File: src/verilog/ssm_defs.svh
// Constants for the standby/reset and augmentation mask command interpreter
`ifndef SSM_DEFS_SVH
`define SSM_DEFS_SVH

// Link framing bytes
`define SSM_DLE           8'h10
`define SSM_ETX           8'h03
// Packet identifiers
`define SSM_ID_RESET      8'hC0
`define SSM_ID_MASK       8'hC2
// Action codes, ASCII
`define SSM_ACT_HOT       8'h48
`define SSM_ACT_WARM      8'h57
`define SSM_ACT_COLD      8'h43
`define SSM_ACT_STANDBY   8'h53
`define SSM_ACT_FACTORY   8'h46
// Nonvolatile action codes
`define SSM_NV_STORE_A    8'h02
`define SSM_NV_STORE_B    8'h03
`define SSM_NV_ERASE_NAV  8'h04
`define SSM_NV_ERASE_CFG  8'h05
`define SSM_NV_ERASE_ALL  8'h06
// Nonvolatile operation pulse bits
`define SSM_OP_STORE_CFG  0
`define SSM_OP_ERASE_NAVF 1
`define SSM_OP_ERASE_CFG  2
`define SSM_OP_ERASE_NAVB 3
`define SSM_OP_W          4
// Wake condition bits
`define SSM_WK_PORT_A     0
`define SSM_WK_PORT_B     1
`define SSM_WK_ALARM      2
`define SSM_WK_W          3
// Payload lengths and indices
`define SSM_LEN_SHORT     4'h3
`define SSM_LEN_FULL      4'h7
`define SSM_LEN_MASK      4'h4
`define SSM_LEN_OVF       4'h8
`define SSM_PAY_DEPTH     7
`define SSM_PAY_ACT       0
`define SSM_PAY_NV        1
`define SSM_PAY_WAKE      2
`define SSM_PAY_DUR       3
// Mask layout: bit 0 is PRN 120
`define SSM_MASK_W        19
`define SSM_PRN_BASE      120
`define SSM_BIT_PRN135    15
`define SSM_BIT_PRN138    18
`define SSM_DUR_W         31
// Timing
`define SSM_CLK_NS        8
`define SSM_SEC_NS        1000000000
`define SSM_CYC_PER_SEC   (`SSM_SEC_NS / `SSM_CLK_NS)
// Register word indices (byte address bits 4:2)
`define SSM_REG_CTRL      3'h0
`define SSM_REG_STATUS    3'h1
`define SSM_REG_WAKE      3'h2
`define SSM_REG_DUR       3'h3
`define SSM_REG_MASK      3'h4
`define SSM_REG_FL_WAKE   3'h5
`define SSM_REG_FL_DUR    3'h6
`define SSM_CTRL_SAVE     0
`define SSM_ST_STANDBY    0
`define SSM_ST_CAUSE      1
`define SSM_ST_KIND       4

`endif

File: src/verilog/ssm_pkg.sv
// Types shared by the command interpreter files
`default_nettype none
package ssm_pkg;
	typedef enum logic [1:0] {SSM_HOT, SSM_WARM, SSM_COLD, SSM_FACTORY} ssm_start_type;
	typedef enum logic [1:0] {SSM_HUNT, SSM_GET_ID, SSM_BODY, SSM_BODY_DLE} ssm_rx_state_type;
endpackage
`default_nettype wire

File: src/verilog/ssm_cmd_top.sv
// Reset/standby and augmentation mask command interpreter, top level
//
// Added by the designer: the placing of the registers and the Avalon-MM slave port.
`timescale 1ns/1ps
`default_nettype none
`include "ssm_defs.svh"
module ssm_cmd_top #(
	parameter int CYC_PER_SEC = `SSM_CYC_PER_SEC
) (
	input  wire logic                       sys_clk,
	input  wire logic                       rst_n,
	input  wire logic [7:0]                 rx_data,
	input  wire logic                       rx_valid,
	input  wire logic                       port_a_rx,
	input  wire logic                       port_b_rx,
	input  wire logic [4:0]                 avs_address,
	input  wire logic                       avs_read,
	input  wire logic                       avs_write,
	input  wire logic [31:0]                avs_writedata,
	output var  logic [31:0]                avs_readdata,
	output var  logic                       avs_waitrequest,
	output var  logic                       standby,
	output var  logic                       wake_pulse,
	output var  logic                       restart_req,
	output var  ssm_pkg::ssm_start_type     restart_kind,
	output var  logic [`SSM_OP_W-1:0]       nv_op,
	output var  logic [`SSM_MASK_W-1:0]     prn_disable
);
	import ssm_pkg::*;

	// Prescaler compares against CYC_PER_SEC - 1, so zero cannot work
	if (CYC_PER_SEC < 1) begin : g_bad_rate
		$error("CYC_PER_SEC must be at least 1");
	end

	function automatic logic [31:0] mask_of(input logic [7:0] b3, input logic [7:0] b2,
		input logic [7:0] b1, input logic [7:0] b0);
		mask_of = {b3, b2, b1, b0};
	endfunction

	// Reset release and pin synchronisers
	logic rst_s1_r, rst_sync_n;
	logic a_s1_r, a_s2_r, a_s3_r, b_s1_r, b_s2_r, b_s3_r;

	always_ff @(posedge sys_clk or negedge rst_n) begin
		if (!rst_n) begin
			rst_s1_r   <= 1'b0;
			rst_sync_n <= 1'b0;
		end else begin
			rst_s1_r   <= 1'b1;
			rst_sync_n <= rst_s1_r;
		end
	end

	always_ff @(posedge sys_clk or negedge rst_sync_n) begin
		if (!rst_sync_n) begin
			{a_s1_r, a_s2_r, a_s3_r} <= 3'h7;
			{b_s1_r, b_s2_r, b_s3_r} <= 3'h7;
		end else begin
			{a_s1_r, a_s2_r, a_s3_r} <= {port_a_rx, a_s1_r, a_s2_r};
			{b_s1_r, b_s2_r, b_s3_r} <= {port_b_rx, b_s1_r, b_s2_r};
		end
	end

	// Start bit (falling edge) on an idle-high line counts as activity
	wire act_a = a_s3_r & ~a_s2_r;
	wire act_b = b_s3_r & ~b_s2_r;

	// Deframer
	logic       pkt_start, dat_valid, pkt_end;
	logic [7:0] pkt_id, dat_byte;

	ssm_frame_rx u_frame (
		.sys_clk    (sys_clk),
		.rst_sync_n (rst_sync_n),
		.rx_data    (rx_data),
		.rx_valid   (rx_valid),
		.pkt_start  (pkt_start),
		.pkt_id     (pkt_id),
		.dat_valid  (dat_valid),
		.dat_byte   (dat_byte),
		.pkt_end    (pkt_end)
	);

	// Payload store
	logic [7:0] pay_r [0:`SSM_PAY_DEPTH-1];
	logic [3:0] idx_r;

	always_ff @(posedge sys_clk or negedge rst_sync_n) begin
		if (!rst_sync_n) begin
			idx_r <= 4'h0;
			for (int i = 0; i < `SSM_PAY_DEPTH; i++) pay_r[i] <= 8'h00;
		end else if (pkt_start) begin
			idx_r <= 4'h0;
		end else if (dat_valid && idx_r != `SSM_LEN_OVF) begin
			if (idx_r < `SSM_LEN_FULL) pay_r[idx_r[2:0]] <= dat_byte;
			idx_r <= idx_r + 4'h1;
		end
	end

	// Reset/standby command decode
	wire [7:0] act_code = pay_r[`SSM_PAY_ACT];
	wire [7:0] nv_code  = pay_r[`SSM_PAY_NV];
	wire       c0_len   = (idx_r == `SSM_LEN_SHORT) || (idx_r == `SSM_LEN_FULL);
	wire       act_ok   = (act_code == `SSM_ACT_HOT) || (act_code == `SSM_ACT_WARM) ||
		(act_code == `SSM_ACT_COLD) || (act_code == `SSM_ACT_STANDBY) ||
		(act_code == `SSM_ACT_FACTORY);
	wire       c0_take  = pkt_end && pkt_id == `SSM_ID_RESET && c0_len && act_ok;
	wire [31:0] dur_all = mask_of(pay_r[`SSM_PAY_DUR], pay_r[`SSM_PAY_DUR+1],
		pay_r[`SSM_PAY_DUR+2], pay_r[`SSM_PAY_DUR+3]);
	// Short form carries no duration; top bit lies outside the legal range
	wire [`SSM_DUR_W-1:0] dur_in = (idx_r == `SSM_LEN_FULL) ? dur_all[`SSM_DUR_W-1:0] : '0;
	wire [`SSM_WK_W-1:0]  wake_req = pay_r[`SSM_PAY_WAKE][`SSM_WK_W-1:0];
	// Zero stay with the alarm bit is a host fault; the alarm is then not armed
	wire alarm_ok = wake_req[`SSM_WK_ALARM] && dur_in != '0;
	wire [`SSM_WK_W-1:0] wake_arm = {alarm_ok, wake_req[`SSM_WK_PORT_B:0]};

	logic [`SSM_OP_W-1:0] nv_nxt;
	always_comb begin
		nv_nxt = '0;
		case (nv_code)
			`SSM_NV_STORE_A, `SSM_NV_STORE_B: nv_nxt[`SSM_OP_STORE_CFG] = 1'b1;
			`SSM_NV_ERASE_NAV: nv_nxt[`SSM_OP_ERASE_NAVF] = 1'b1;
			`SSM_NV_ERASE_CFG: nv_nxt[`SSM_OP_ERASE_CFG] = 1'b1;
			`SSM_NV_ERASE_ALL: begin
				nv_nxt[`SSM_OP_ERASE_NAVF] = 1'b1;
				nv_nxt[`SSM_OP_ERASE_CFG]  = 1'b1;
				nv_nxt[`SSM_OP_ERASE_NAVB] = 1'b1;
			end
			default: nv_nxt = '0;
		endcase
	end

	ssm_start_type kind_nxt;
	always_comb begin
		case (act_code)
			`SSM_ACT_WARM:    kind_nxt = SSM_WARM;
			`SSM_ACT_COLD:    kind_nxt = SSM_COLD;
			`SSM_ACT_FACTORY: kind_nxt = SSM_FACTORY;
			default:          kind_nxt = SSM_HOT;
		endcase
	end

	// Mask command: byte 3 arrives first
	wire        c2_take  = pkt_end && pkt_id == `SSM_ID_MASK && idx_r == `SSM_LEN_MASK;
	wire [31:0] mask_in  = mask_of(pay_r[0], pay_r[1], pay_r[2], pay_r[3]);

	// Standby and alarm
	logic [`SSM_WK_W-1:0]  wake_cfg_r, wake_cause_r, fl_wake_r;
	logic [`SSM_DUR_W-1:0] dur_r, remain_r, fl_dur_r;
	logic [31:0]           pre_r;
	logic                  save_req;

	wire sec_tick  = standby && pre_r == 32'(CYC_PER_SEC - 1);
	wire alarm_hit = sec_tick && remain_r == `SSM_DUR_W'(1);
	wire [`SSM_WK_W-1:0] wake_hits = wake_cfg_r & {alarm_hit, act_b, act_a};
	wire wake_now  = standby && wake_hits != '0;
	wire enter_sb  = c0_take && act_code == `SSM_ACT_STANDBY;

	always_ff @(posedge sys_clk or negedge rst_sync_n) begin
		if (!rst_sync_n) begin
			standby      <= 1'b0;
			wake_pulse   <= 1'b0;
			wake_cause_r <= '0;
			pre_r        <= 32'h0;
			remain_r     <= '0;
		end else begin
			wake_pulse <= wake_now;
			if (enter_sb) begin
				standby      <= 1'b1;
				wake_cause_r <= '0;
				pre_r        <= 32'h0;
				remain_r     <= dur_in;
			end else if (wake_now) begin
				standby      <= 1'b0;
				wake_cause_r <= wake_hits;
			end else if (standby) begin
				pre_r <= sec_tick ? 32'h0 : pre_r + 32'h1;
				if (sec_tick && remain_r != '0) remain_r <= remain_r - `SSM_DUR_W'(1);
			end
		end
	end

	always_ff @(posedge sys_clk or negedge rst_sync_n) begin
		if (!rst_sync_n) begin
			restart_req  <= 1'b0;
			restart_kind <= SSM_HOT;
			nv_op        <= '0;
			wake_cfg_r   <= '0;
			dur_r        <= '0;
			prn_disable  <= '0;
		end else begin
			restart_req <= c0_take && act_code != `SSM_ACT_STANDBY;
			nv_op       <= c0_take ? nv_nxt : '0;
			if (c0_take && act_code != `SSM_ACT_STANDBY) restart_kind <= kind_nxt;
			if (c0_take) begin
				wake_cfg_r <= wake_arm;
				dur_r      <= dur_in;
			end
			// Upper 13 mask bits are reserved and dropped
			if (c2_take) prn_disable <= mask_in[`SSM_MASK_W-1:0];
		end
	end

	// Flash copy of the wake settings follows only the save request
	always_ff @(posedge sys_clk or negedge rst_sync_n) begin
		if (!rst_sync_n) begin
			fl_wake_r <= '0;
			fl_dur_r  <= '0;
		end else if (save_req) begin
			fl_wake_r <= wake_cfg_r;
			fl_dur_r  <= dur_r;
		end
	end

	// Avalon-MM slave: writes take no wait, reads one wait state
	logic rd_ack_r;
	logic [31:0] rd_nxt;
	wire [2:0] reg_idx = avs_address[4:2];
	assign save_req        = avs_write && reg_idx == `SSM_REG_CTRL &&
		avs_writedata[`SSM_CTRL_SAVE];
	assign avs_waitrequest = avs_read && !rd_ack_r;

	always_comb begin
		rd_nxt = 32'h0;
		case (reg_idx)
			`SSM_REG_STATUS: begin
				rd_nxt[`SSM_ST_STANDBY] = standby;
				rd_nxt[`SSM_ST_CAUSE +: `SSM_WK_W] = wake_cause_r;
				rd_nxt[`SSM_ST_KIND +: 2] = restart_kind;
			end
			`SSM_REG_WAKE:    rd_nxt[`SSM_WK_W-1:0] = wake_cfg_r;
			`SSM_REG_DUR:     rd_nxt[`SSM_DUR_W-1:0] = dur_r;
			`SSM_REG_MASK:    rd_nxt[`SSM_MASK_W-1:0] = prn_disable;
			`SSM_REG_FL_WAKE: rd_nxt[`SSM_WK_W-1:0] = fl_wake_r;
			`SSM_REG_FL_DUR:  rd_nxt[`SSM_DUR_W-1:0] = fl_dur_r;
			default:          rd_nxt = 32'h0;
		endcase
	end

	always_ff @(posedge sys_clk or negedge rst_sync_n) begin
		if (!rst_sync_n) begin
			rd_ack_r     <= 1'b0;
			avs_readdata <= 32'h0;
		end else begin
			rd_ack_r <= avs_read && !rd_ack_r;
			if (avs_read && !rd_ack_r) avs_readdata <= rd_nxt;
		end
	end

	// Checks
	property p_mask_load;
		@(posedge sys_clk) disable iff (!rst_sync_n)
		c2_take |=> prn_disable == $past(mask_in[`SSM_MASK_W-1:0]);
	endproperty
	a_mask_load: assert property (p_mask_load) else $error("mask not loaded");

	property p_mask_prn135;
		@(posedge sys_clk) disable iff (!rst_sync_n)
		c2_take && pay_r[2][7] && pay_r[1][2] |=> prn_disable[`SSM_BIT_PRN135] &&
			prn_disable[`SSM_BIT_PRN138];
	endproperty
	a_mask_prn135: assert property (p_mask_prn135) else $error("PRN bit map wrong");

	property p_mask_bad_len;
		@(posedge sys_clk) disable iff (!rst_sync_n)
		pkt_end && pkt_id == `SSM_ID_MASK && idx_r != `SSM_LEN_MASK |=> $stable(prn_disable);
	endproperty
	a_mask_bad_len: assert property (p_mask_bad_len) else $error("mask changed");

	property p_nv_reserved;
		@(posedge sys_clk) disable iff (!rst_sync_n)
		c0_take && nv_code < `SSM_NV_STORE_A |=> nv_op == '0;
	endproperty
	a_nv_reserved: assert property (p_nv_reserved) else $error("reserved nv acted");

	property p_nv_store;
		@(posedge sys_clk) disable iff (!rst_sync_n)
		c0_take && (nv_code == `SSM_NV_STORE_A || nv_code == `SSM_NV_STORE_B)
			|=> nv_op == `SSM_OP_W'(1) ##1 nv_op == '0;
	endproperty
	a_nv_store: assert property (p_nv_store) else $error("store pulse wrong");

	property p_nv_erase_all;
		@(posedge sys_clk) disable iff (!rst_sync_n)
		c0_take && nv_code == `SSM_NV_ERASE_ALL |=> nv_op == `SSM_OP_W'(4'hE);
	endproperty
	a_nv_erase_all: assert property (p_nv_erase_all) else $error("erase all wrong");

	property p_enter_standby;
		@(posedge sys_clk) disable iff (!rst_sync_n)
		enter_sb |=> standby && !restart_req;
	endproperty
	a_enter_standby: assert property (p_enter_standby) else $error("no standby");

	property p_wake_a;
		@(posedge sys_clk) disable iff (!rst_sync_n)
		standby && !enter_sb && wake_cfg_r[`SSM_WK_PORT_A] && act_a |=> !standby && wake_pulse;
	endproperty
	a_wake_a: assert property (p_wake_a) else $error("port A wake missed");

	property p_wake_b;
		@(posedge sys_clk) disable iff (!rst_sync_n)
		standby && !enter_sb && wake_cfg_r[`SSM_WK_PORT_B] && act_b |=> !standby;
	endproperty
	a_wake_b: assert property (p_wake_b) else $error("port B wake missed");

	property p_no_wake_unarmed;
		@(posedge sys_clk) disable iff (!rst_sync_n)
		standby && !enter_sb && wake_hits == '0 |=> standby;
	endproperty
	a_no_wake_unarmed: assert property (p_no_wake_unarmed) else $error("early wake");

	property p_flash_save_only;
		@(posedge sys_clk) disable iff (!rst_sync_n)
		!save_req |=> $stable(fl_wake_r) && $stable(fl_dur_r);
	endproperty
	a_flash_save_only: assert property (p_flash_save_only) else $error("flash copy moved");

	property p_dle_collapse;
		@(posedge sys_clk) disable iff (!rst_sync_n)
		dat_valid && dat_byte == `SSM_DLE |-> $past(rx_valid && rx_data == `SSM_DLE, 1);
	endproperty
	a_dle_collapse: assert property (p_dle_collapse) else $error("stray DLE data");

	c_standby: cover property (@(posedge sys_clk) disable iff (!rst_sync_n) enter_sb);
	c_wake:    cover property (@(posedge sys_clk) disable iff (!rst_sync_n) wake_now);
	c_mask:    cover property (@(posedge sys_clk) disable iff (!rst_sync_n) c2_take);
	c_alarm:   cover property (@(posedge sys_clk) disable iff (!rst_sync_n) alarm_hit);
endmodule // ssm_cmd_top
`default_nettype wire

File: src/verilog/ssm_frame_rx.sv
// Packet deframer: DLE id payload DLE ETX, with DLE stuffing removed
`timescale 1ns/1ps
`default_nettype none
`include "ssm_defs.svh"
module ssm_frame_rx (
	input  wire logic       sys_clk,
	input  wire logic       rst_sync_n,
	input  wire logic [7:0] rx_data,
	input  wire logic       rx_valid,
	output var  logic       pkt_start,
	output var  logic [7:0] pkt_id,
	output var  logic       dat_valid,
	output var  logic [7:0] dat_byte,
	output var  logic       pkt_end
);
	import ssm_pkg::*;

	ssm_rx_state_type state_r;
	ssm_rx_state_type state_nxt;
	logic             start_nxt;
	logic             dat_nxt;
	logic             end_nxt;

	wire is_dle = (rx_data == `SSM_DLE);
	wire is_etx = (rx_data == `SSM_ETX);

	always_comb begin
		state_nxt = state_r;
		start_nxt = 1'b0;
		dat_nxt   = 1'b0;
		end_nxt   = 1'b0;
		if (rx_valid) begin
			case (state_r)
				SSM_HUNT: if (is_dle) state_nxt = SSM_GET_ID;
				SSM_GET_ID: begin
					// An id of DLE or ETX cannot open a packet
					if (is_dle || is_etx) begin
						state_nxt = SSM_HUNT;
					end else begin
						start_nxt = 1'b1;
						state_nxt = SSM_BODY;
					end
				end
				SSM_BODY: begin
					if (is_dle) state_nxt = SSM_BODY_DLE;
					else dat_nxt = 1'b1;
				end
				SSM_BODY_DLE: begin
					if (is_dle) begin
						dat_nxt   = 1'b1;
						state_nxt = SSM_BODY;
					end else if (is_etx) begin
						end_nxt   = 1'b1;
						state_nxt = SSM_HUNT;
					end else begin
						// Lone DLE: drop packet, resync on this byte as a new id
						start_nxt = 1'b1;
						state_nxt = SSM_BODY;
					end
				end
				default: state_nxt = SSM_HUNT;
			endcase
		end
	end

	always_ff @(posedge sys_clk or negedge rst_sync_n) begin
		if (!rst_sync_n) begin
			state_r   <= SSM_HUNT;
			pkt_start <= 1'b0;
			pkt_id    <= 8'h00;
			dat_valid <= 1'b0;
			dat_byte  <= 8'h00;
			pkt_end   <= 1'b0;
		end else begin
			state_r   <= state_nxt;
			pkt_start <= start_nxt;
			dat_valid <= dat_nxt;
			pkt_end   <= end_nxt;
			if (start_nxt) pkt_id <= rx_data;
			if (dat_nxt) dat_byte <= rx_data;
		end
	end
endmodule // ssm_frame_rx
`default_nettype wire

File: config.mk
export PLATFORM = sky130hd
export DESIGN_NAME = ssm_cmd_top
export DESIGN_NICKNAME = d
export VERILOG_FILES = /design/src/verilog/ssm_pkg.sv /design/src/verilog/ssm_cmd_top.sv /design/src/verilog/ssm_frame_rx.sv
export VERILOG_INCLUDE_DIRS = /design/src /design/src/verilog
export SDC_FILE = /design/constraint.sdc
export NUM_CORES = 1
export LEC_CHECK = 0
export BUFFER_PORTS_ARGS = -buffer_cell sky130_fd_sc_hd__buf_2
export CORE_MARGIN = 2
export CORE_UTILIZATION = 40
export CTS_BUF_LIST = sky130_fd_sc_hd__clkbuf_8
export DETAILED_ROUTE_END_ITERATION = 10
export HOLD_SLACK_MARGIN = 0.06
export SYNTH_ARGS = -nofsm -noshare
export SYNTH_HDL_FRONTEND = slang
export SYNTH_SLANG_ARGS = --single-unit
File: constraint.sdc
create_clock -name sys_clk -period 9.22 [get_ports sys_clk]
set_input_delay 0.922 -clock sys_clk [delete_from_list [all_inputs] [get_ports sys_clk]]
set_output_delay 0.922 -clock sys_clk [all_outputs]
set_load 0.02 [all_outputs]
=== Yosys cells after proc, flatten, opt, wreduce, memory -nomap -nowiden ===
Index checks and enable logic that the tools add are counted.

* Flip-flop bits (word level): 283
* Output and inout port bits: 61
* Word-level logic and storage cells: 170

* $add $sub $neg: 3
* Magnitude comparators: 3
* Equality and inequality tests: 33
* Mux-type cells: 47
* Bitwise operators: 7
* Reductions and logical operators: 40

{| class="wikitable"
|+ Operator list
! kind !! number
|-
| $mux 31 || 5
|-
| $mux 32 || 4
|-
| $reduce_bool 31->1 || 2
|-
| $bwmux 56 || 1
|-
| $eq 8x7->1 const B || 5
|-
| $pmux 13 s3 || 1
|-
| $add 32x1->32 const B || 1
|-
| $eq 32x27->1 const B || 1
|-
| $eq 31x1->1 const B || 1
|-
| $sub 31x1->31 const B || 1
|-
| $demux 8 s3 || 1
|-
| $eq 8x2->1 const B || 3
|-
| $eq 8x3->1 const B || 3
|-
| $pmux 12 s2 || 1
|-
| $pmux 3 s6 || 1
|-
| $logic_and 1x1->1 || 17
|-
| $mux 1 || 17
|-
| $eq 8x8->1 const B || 2
|-
| $mux 4 || 3
|-
| $pmux 3 s4 || 1
|-
| $mux 2 || 5
|-
| $eq 3x3->1 const B || 3
|-
| $reduce_and 3->1 || 3
|-
| $eq 4x3->1 const B || 2
|-
| 30 further kinds || 49
|}

=== Longest topological paths before layout ===
* Depth in word-level cells: 9
* Depth in mapped cells: 10
* Mapped depth without buffers: 9

=== By module ===
From an unflattened synthesis, not the netlist that was laid out.

* Cells, all modules: 1203
* Area total of the unflattened synthesis: 13045.0 sq um

{| class="wikitable"
|+ Modules (own cells, without submodules)
! module !! instances !! cells each !! area an instance (sq um) !! sequential area each (sq um)
|-
| ssm_cmd_top || 1 || 1139 || 12127.9 || 6563.8
|-
| ssm_frame_rx || 1 || 64 || 917.1 || 525.5
|}

=== Worst setup path after synthesis ===
OpenSTA, ideal clock, no wires.

* Kind: flip-flop to flip-flop
* Start point: reg standby
* End point: reg remain_r[29]
* Library setup time: 0.082 ns
* Arrival time: 2.744 ns
* Data required time: 9.138 ns
* Setup slack: 6.394 ns
* Cell stages (with the launch flop): 11
* Cell sequence: dfrtp_1 -> clkbuf_1 -> nor3b_1 -> and4_1 -> nand3_4 -> or3_1 -> buf_2 -> or4_1 -> buf_2 -> or3_1 -> a31oi_1

* Longest elaborated chain between the ends: 7

{| class="wikitable"
|+ RTL lines
! element !! RTL line !! text
|-
| start: declaration || ssm_cmd_top.sv:22 || <nowiki>output var logic standby,</nowiki>
|-
| start signal: assignment || ssm_cmd_top.sv:162 || <nowiki>standby <= 1'b0;</nowiki>
|-
| start signal: assignment || ssm_cmd_top.sv:170 || <nowiki>standby <= 1'b1;</nowiki>
|-
| start signal: assignment || ssm_cmd_top.sv:175 || <nowiki>standby <= 1'b0;</nowiki>
|-
| $logic_and 1x1->1 || ssm_cmd_top.sv:154 || <nowiki>wire sec_tick = standby && pre_r == 32'(CYC_PER_SEC - 1);</nowiki>
|-
| $logic_and 1x1->1 || ssm_cmd_top.sv:155 || <nowiki>wire alarm_hit = sec_tick && remain_r == `SSM_DUR_W'(1);</nowiki>
|-
| $and 3x3->3 || ssm_cmd_top.sv:156 || <nowiki>wire [`SSM_WK_W-1:0] wake_hits = wake_cfg_r & {alarm_hit, act_b, act_a};</nowiki>
|-
| $reduce_bool 3->1 || ssm_cmd_top.sv:157 || <nowiki>wire wake_now = standby && wake_hits != '0;</nowiki>
|-
| $logic_and 1x1->1 || ssm_cmd_top.sv:157 ||
|-
| $ne 2x1->1 (no source line) || - ||
|-
| $reduce_and 3->1 (no source line) * || - ||
|-
| end signal: assignment || ssm_cmd_top.sv:173 || <nowiki>remain_r <= dur_in;</nowiki>
|-
| end signal: assignment || ssm_cmd_top.sv:179 || <nowiki>if (sec_tick && remain_r != '0) remain_r <= remain_r - `SSM_DUR_W'(1);</nowiki>
|-
| end: declaration || ssm_cmd_top.sv:150 || <nowiki>logic [`SSM_DUR_W-1:0] dur_r, remain_r, fl_dur_r;</nowiki>
|}

Every way passes the cells marked *; elsewhere a longest branch is shown, timed or not.
A chain may end at the register's enable or synchronous reset.

=== Final worst setup path ===
* Start point: reg remain_r[19]
* End point: reg pre_r[11]

* Longest elaborated chain between the ends: 7

{| class="wikitable"
|+ RTL lines
! element !! RTL line !! text
|-
| $eq 31x1->1 || ssm_cmd_top.sv:155 ||
|-
| $logic_and 1x1->1 || ssm_cmd_top.sv:155 ||
|-
| $and 3x3->3 || ssm_cmd_top.sv:156 ||
|-
| $reduce_bool 3->1 || ssm_cmd_top.sv:157 ||
|-
| $logic_and 1x1->1 || ssm_cmd_top.sv:157 ||
|-
| $ne 2x1->1 (no source line) || - ||
|-
| $reduce_and 2->1 (no source line) || - ||
|-
| end signal: assignment || ssm_cmd_top.sv:178 || <nowiki>pre_r <= sec_tick ? 32'h0 : pre_r + 32'h1;</nowiki>
|-
| end: declaration || ssm_cmd_top.sv:151 || <nowiki>logic [31:0] pre_r;</nowiki>
|}

Every way passes these cells.

==> results.ini <==
[run_status]
status=complete, no violations

[synthesis]
synth_area_sq_um=12760
yosysWarnings=0
ys_types=61
netlist_top_cells_area=dfrtp_1 54%, mux2_2 11%, o21ai_0 5.0%, nand2_1 4.3%, nand3_1 2.1%
async_flop_share=1.000
synth.avg_cell_area_sq_um=10.76
synth_nets=1243
yosys.area.top_type=dfrtp_1
synth_edf_count=0
yosysSeqAreaShare=0.5554
synth_seq_cells=283
syn_inst=1186
yosysTopAreaCellShare=0.5430
synth-main-ff-cell=dfrtp_1

[worst_setup_path]
cp_cell_sequence=or4_1, nor4b_1, nand3_1, nor3_1, o21a_1, clkinv_1, o21ai_0, a22o_1
cp_top_family=simple AND/OR/NAND/NOR gates
r2r-end=pre_r[11]$_DFFE_PN0P_
setup.worst_path.end_class=flip-flop
critPathRequiredTime_ns=9.71
crit_path_max_incr_delay_ns=0.75
criticalPathCategory=flip-flop to flip-flop
r2r_cells=8
cp_max_fo=22
arrival_ns=4.49
crit_slowest_cell=o21a_1
rr_startpoint=remain_r[19]$_DFFE_PN0P_
crit_path_start_kind=flip-flop
r2r_slack_ns=5.22
worstPathBufferInverterCount=1

[drt]
initialDrtViolationCount=683
drc=0
vias=9294
ant_nets=0
wl_per_cell_um=17.84
firstDrtPassIters=5
viasPerCell=5.451
routed_wl_mm=30.41

[global_routing]
overflow=0
grt_pass1_wl_mm=49.66
grt_max_degree=85
grt_pass1_vias=9068
antenna_found_initial=0
grt_usage=0.1848

[timing]
worstMarginPinSlew_ns=1.203
timing.fmax_mhz=249.7
slew-limit-headroom=0.1963
slew_violations=0
period_share=0.4343
fin_skew_ns=0.03108
hold_viol_final=0
rsz0062_at_grt=false
setup_viol=0
fin_setup_tns_ns=0
period_minus_slack_ns=4.005
setup_ws_ns=5.215

[pwr]
p_leak_nw=6.630
finalPower_mw=2.716
power.density_nw_per_um2=186.9
ir_worst_vdd_mv=0.07730

[min_path]
worst_hold_path_type=input pin to async pin

[final_layout]
synthToLayoutAreaGrowth_pct=13.83
nets=1321
n_antenna_cell=0
finalNonFillerCells=1705
fill_cells=2963
seq_area_sq_um=7093
multi_input_area_sq_um=5423
final_layout_size_suffix_gt1_frac=0.2394

[clocking]
clock_path_buffers=3
cts_hold_buffers=0
htree_levels=2
clock_latency_ns=0.57
cts_sinks=283
ctsResizeCount=0
root_buffer=clkbuf_8
cts.reportedPaths.clkPinSlew_ns=0.06
cts_tree=yes
numCtsBuffers=48
cts_setup_buffers=0

[floorplanning]
die_w_um=182.6
design.core.area_sq_um=31470
rows=65
initial_utilization=0.4056
die_y_um=182.6
io_pins=113
die_area_sq_um=33360

[job]
maxCapViolCount=0

[place]
port_buffers=78
gp_congestion=0.8110
dpl.hpwl_mm=20.12
pre_cts_ws_ns=5.248
place_inst=1616

==> final cells by class <==
type / count / area share
clock buffers: 64 / 0.06062
well taps: 402 / 0.03462
repair buffers: 90 / 0.03307
flip-flops and latches: 283 / 0.4882
clock inverters: 25 / 0.007492
inverters: 11 / 0.002842
multi-input cells: 830 / 0.3732
==> cells by family after synthesis <==
logic type / share of synthesized area
xor gates and xnor gates: 0.02127
buffers and inverters: 0.02196
AOI/OAI and AO/OA: 0.1045
adders and majority gates: 0.004901
other: 0.0005883
and+or+nand+nor: 0.1587
DFF: 0.5554
muxes: 0.1327
==> where the power goes <==
| part | leakage [nW] | switching, mW | internal (mW) |
|---|---|---|---|
| logic | 2.31 | 0.0986 | 0.0821 |
| registers | 3.73 | 0.108 | 1.30 |
| clock network | 0.586 | 0.507 | 0.620 |
| total | 6.63 | 0.714 | 2.00 |
==> state kept, by name (all words and copies together) (netlist names), 4 cells and up <==
| register | flops |
|---|---|
| prn_disable | 19 |
| dur_r | 31 |
| remain_r | 31 |
| nv_code | 8 |
| dur_all | 32 |
| avs_readdata | 31 |
| fl_dur_r | 31 |
| idx_r | 4 |
| nv_op | 4 |
| u_frame.pkt_id | 8 |
| u_frame.dat_byte | 8 |
| act_code | 8 |
| mask_in | 8 |
| pre_r | 32 |
==> through the flow <==
stage / hold WS, ns / utilization / cell area [sq um]
after detailed placement: 0.3355 / 0.4302 / 13540
after global placement: 0.3323 / 0.4302 / 13540
final: 0.1565 / 0.4617 / 14530
after global routing: 0.1401 / 0.4617 / 14530
after CTS: 0.1275 / 0.4617 / 14530
after floorplan: 0.3312 / - / 12760
==> layout by cell type (no fill, tap or decap), types with 6 or more instances in the layout <==
cell,Yosys,final
a31oi_1,14,14
mux2i_1,23,23
mux2_2,126,126
buf_2,2,78
clkbuf_8,0,64
dfrtp_1,277,276
xnor2_1,25,25
o21ai_0,128,128
nor2_1,63,63
xor2_1,6,6
nand3_1,54,53
and3_1,15,15
nor3_1,33,33
nand4_1,12,12
a21oi_1,41,41
dfstp_2,6,6
nand2_1,146,146
or3_1,9,9
clkinv_2,0,6
or4_1,6,6
buf_4,1,12
nor4_1,20,19
inv_1,10,28
a22oi_1,14,14
==> Yosys cell counts (all sizes together) (6+ instances only) <==
| master | count |
|---|---|
| o21ai | 128 |
| nand2 | 146 |
| or4 | 8 |
| buf | 7 |
| nand2b | 6 |
| inv | 10 |
| dfrtp | 277 |
| nor2 | 64 |
| xnor2 | 25 |
| mux2 | 126 |
| nand4 | 12 |
| nor3 | 33 |
| mux2i | 23 |
| dfstp | 6 |
| nor4 | 22 |
| a31oi | 14 |
| a22oi | 14 |
| nand3 | 55 |
| and3 | 15 |
| xor2 | 6 |
| or3 | 9 |
| clkbuf | 55 |
| a21oi | 41 |
==> routing by layer <==
metal,global-route usage,up-vias,routed length (um)
met4,0.05677,0,681
met5,0,-,0
li1,-,4435,-
met3,0.02714,60,1303
met1,0.2695,4594,14660
met2,0.2853,205,13770
==> worst max path at each step <==
stage                                  start                       to  slack, ns  depth (start not counted)
floorplan               rst_sync_n$_DFF_PN0_  act_code[0]$_DFFE_PN0P_       0.76                          0
global placement    remain_r[19]$_DFFE_PN0P_     pre_r[9]$_DFFE_PN0P_       5.32                          8
detailed placement  remain_r[19]$_DFFE_PN0P_    pre_r[11]$_DFFE_PN0P_       5.25                          8
CTS                 remain_r[19]$_DFFE_PN0P_    pre_r[11]$_DFFE_PN0P_       5.22                          8
global route        remain_r[19]$_DFFE_PN0P_    pre_r[11]$_DFFE_PN0P_       4.87                          8
finish              remain_r[19]$_DFFE_PN0P_    pre_r[11]$_DFFE_PN0P_       5.22                          8
(Power assumes the default switching activity.)
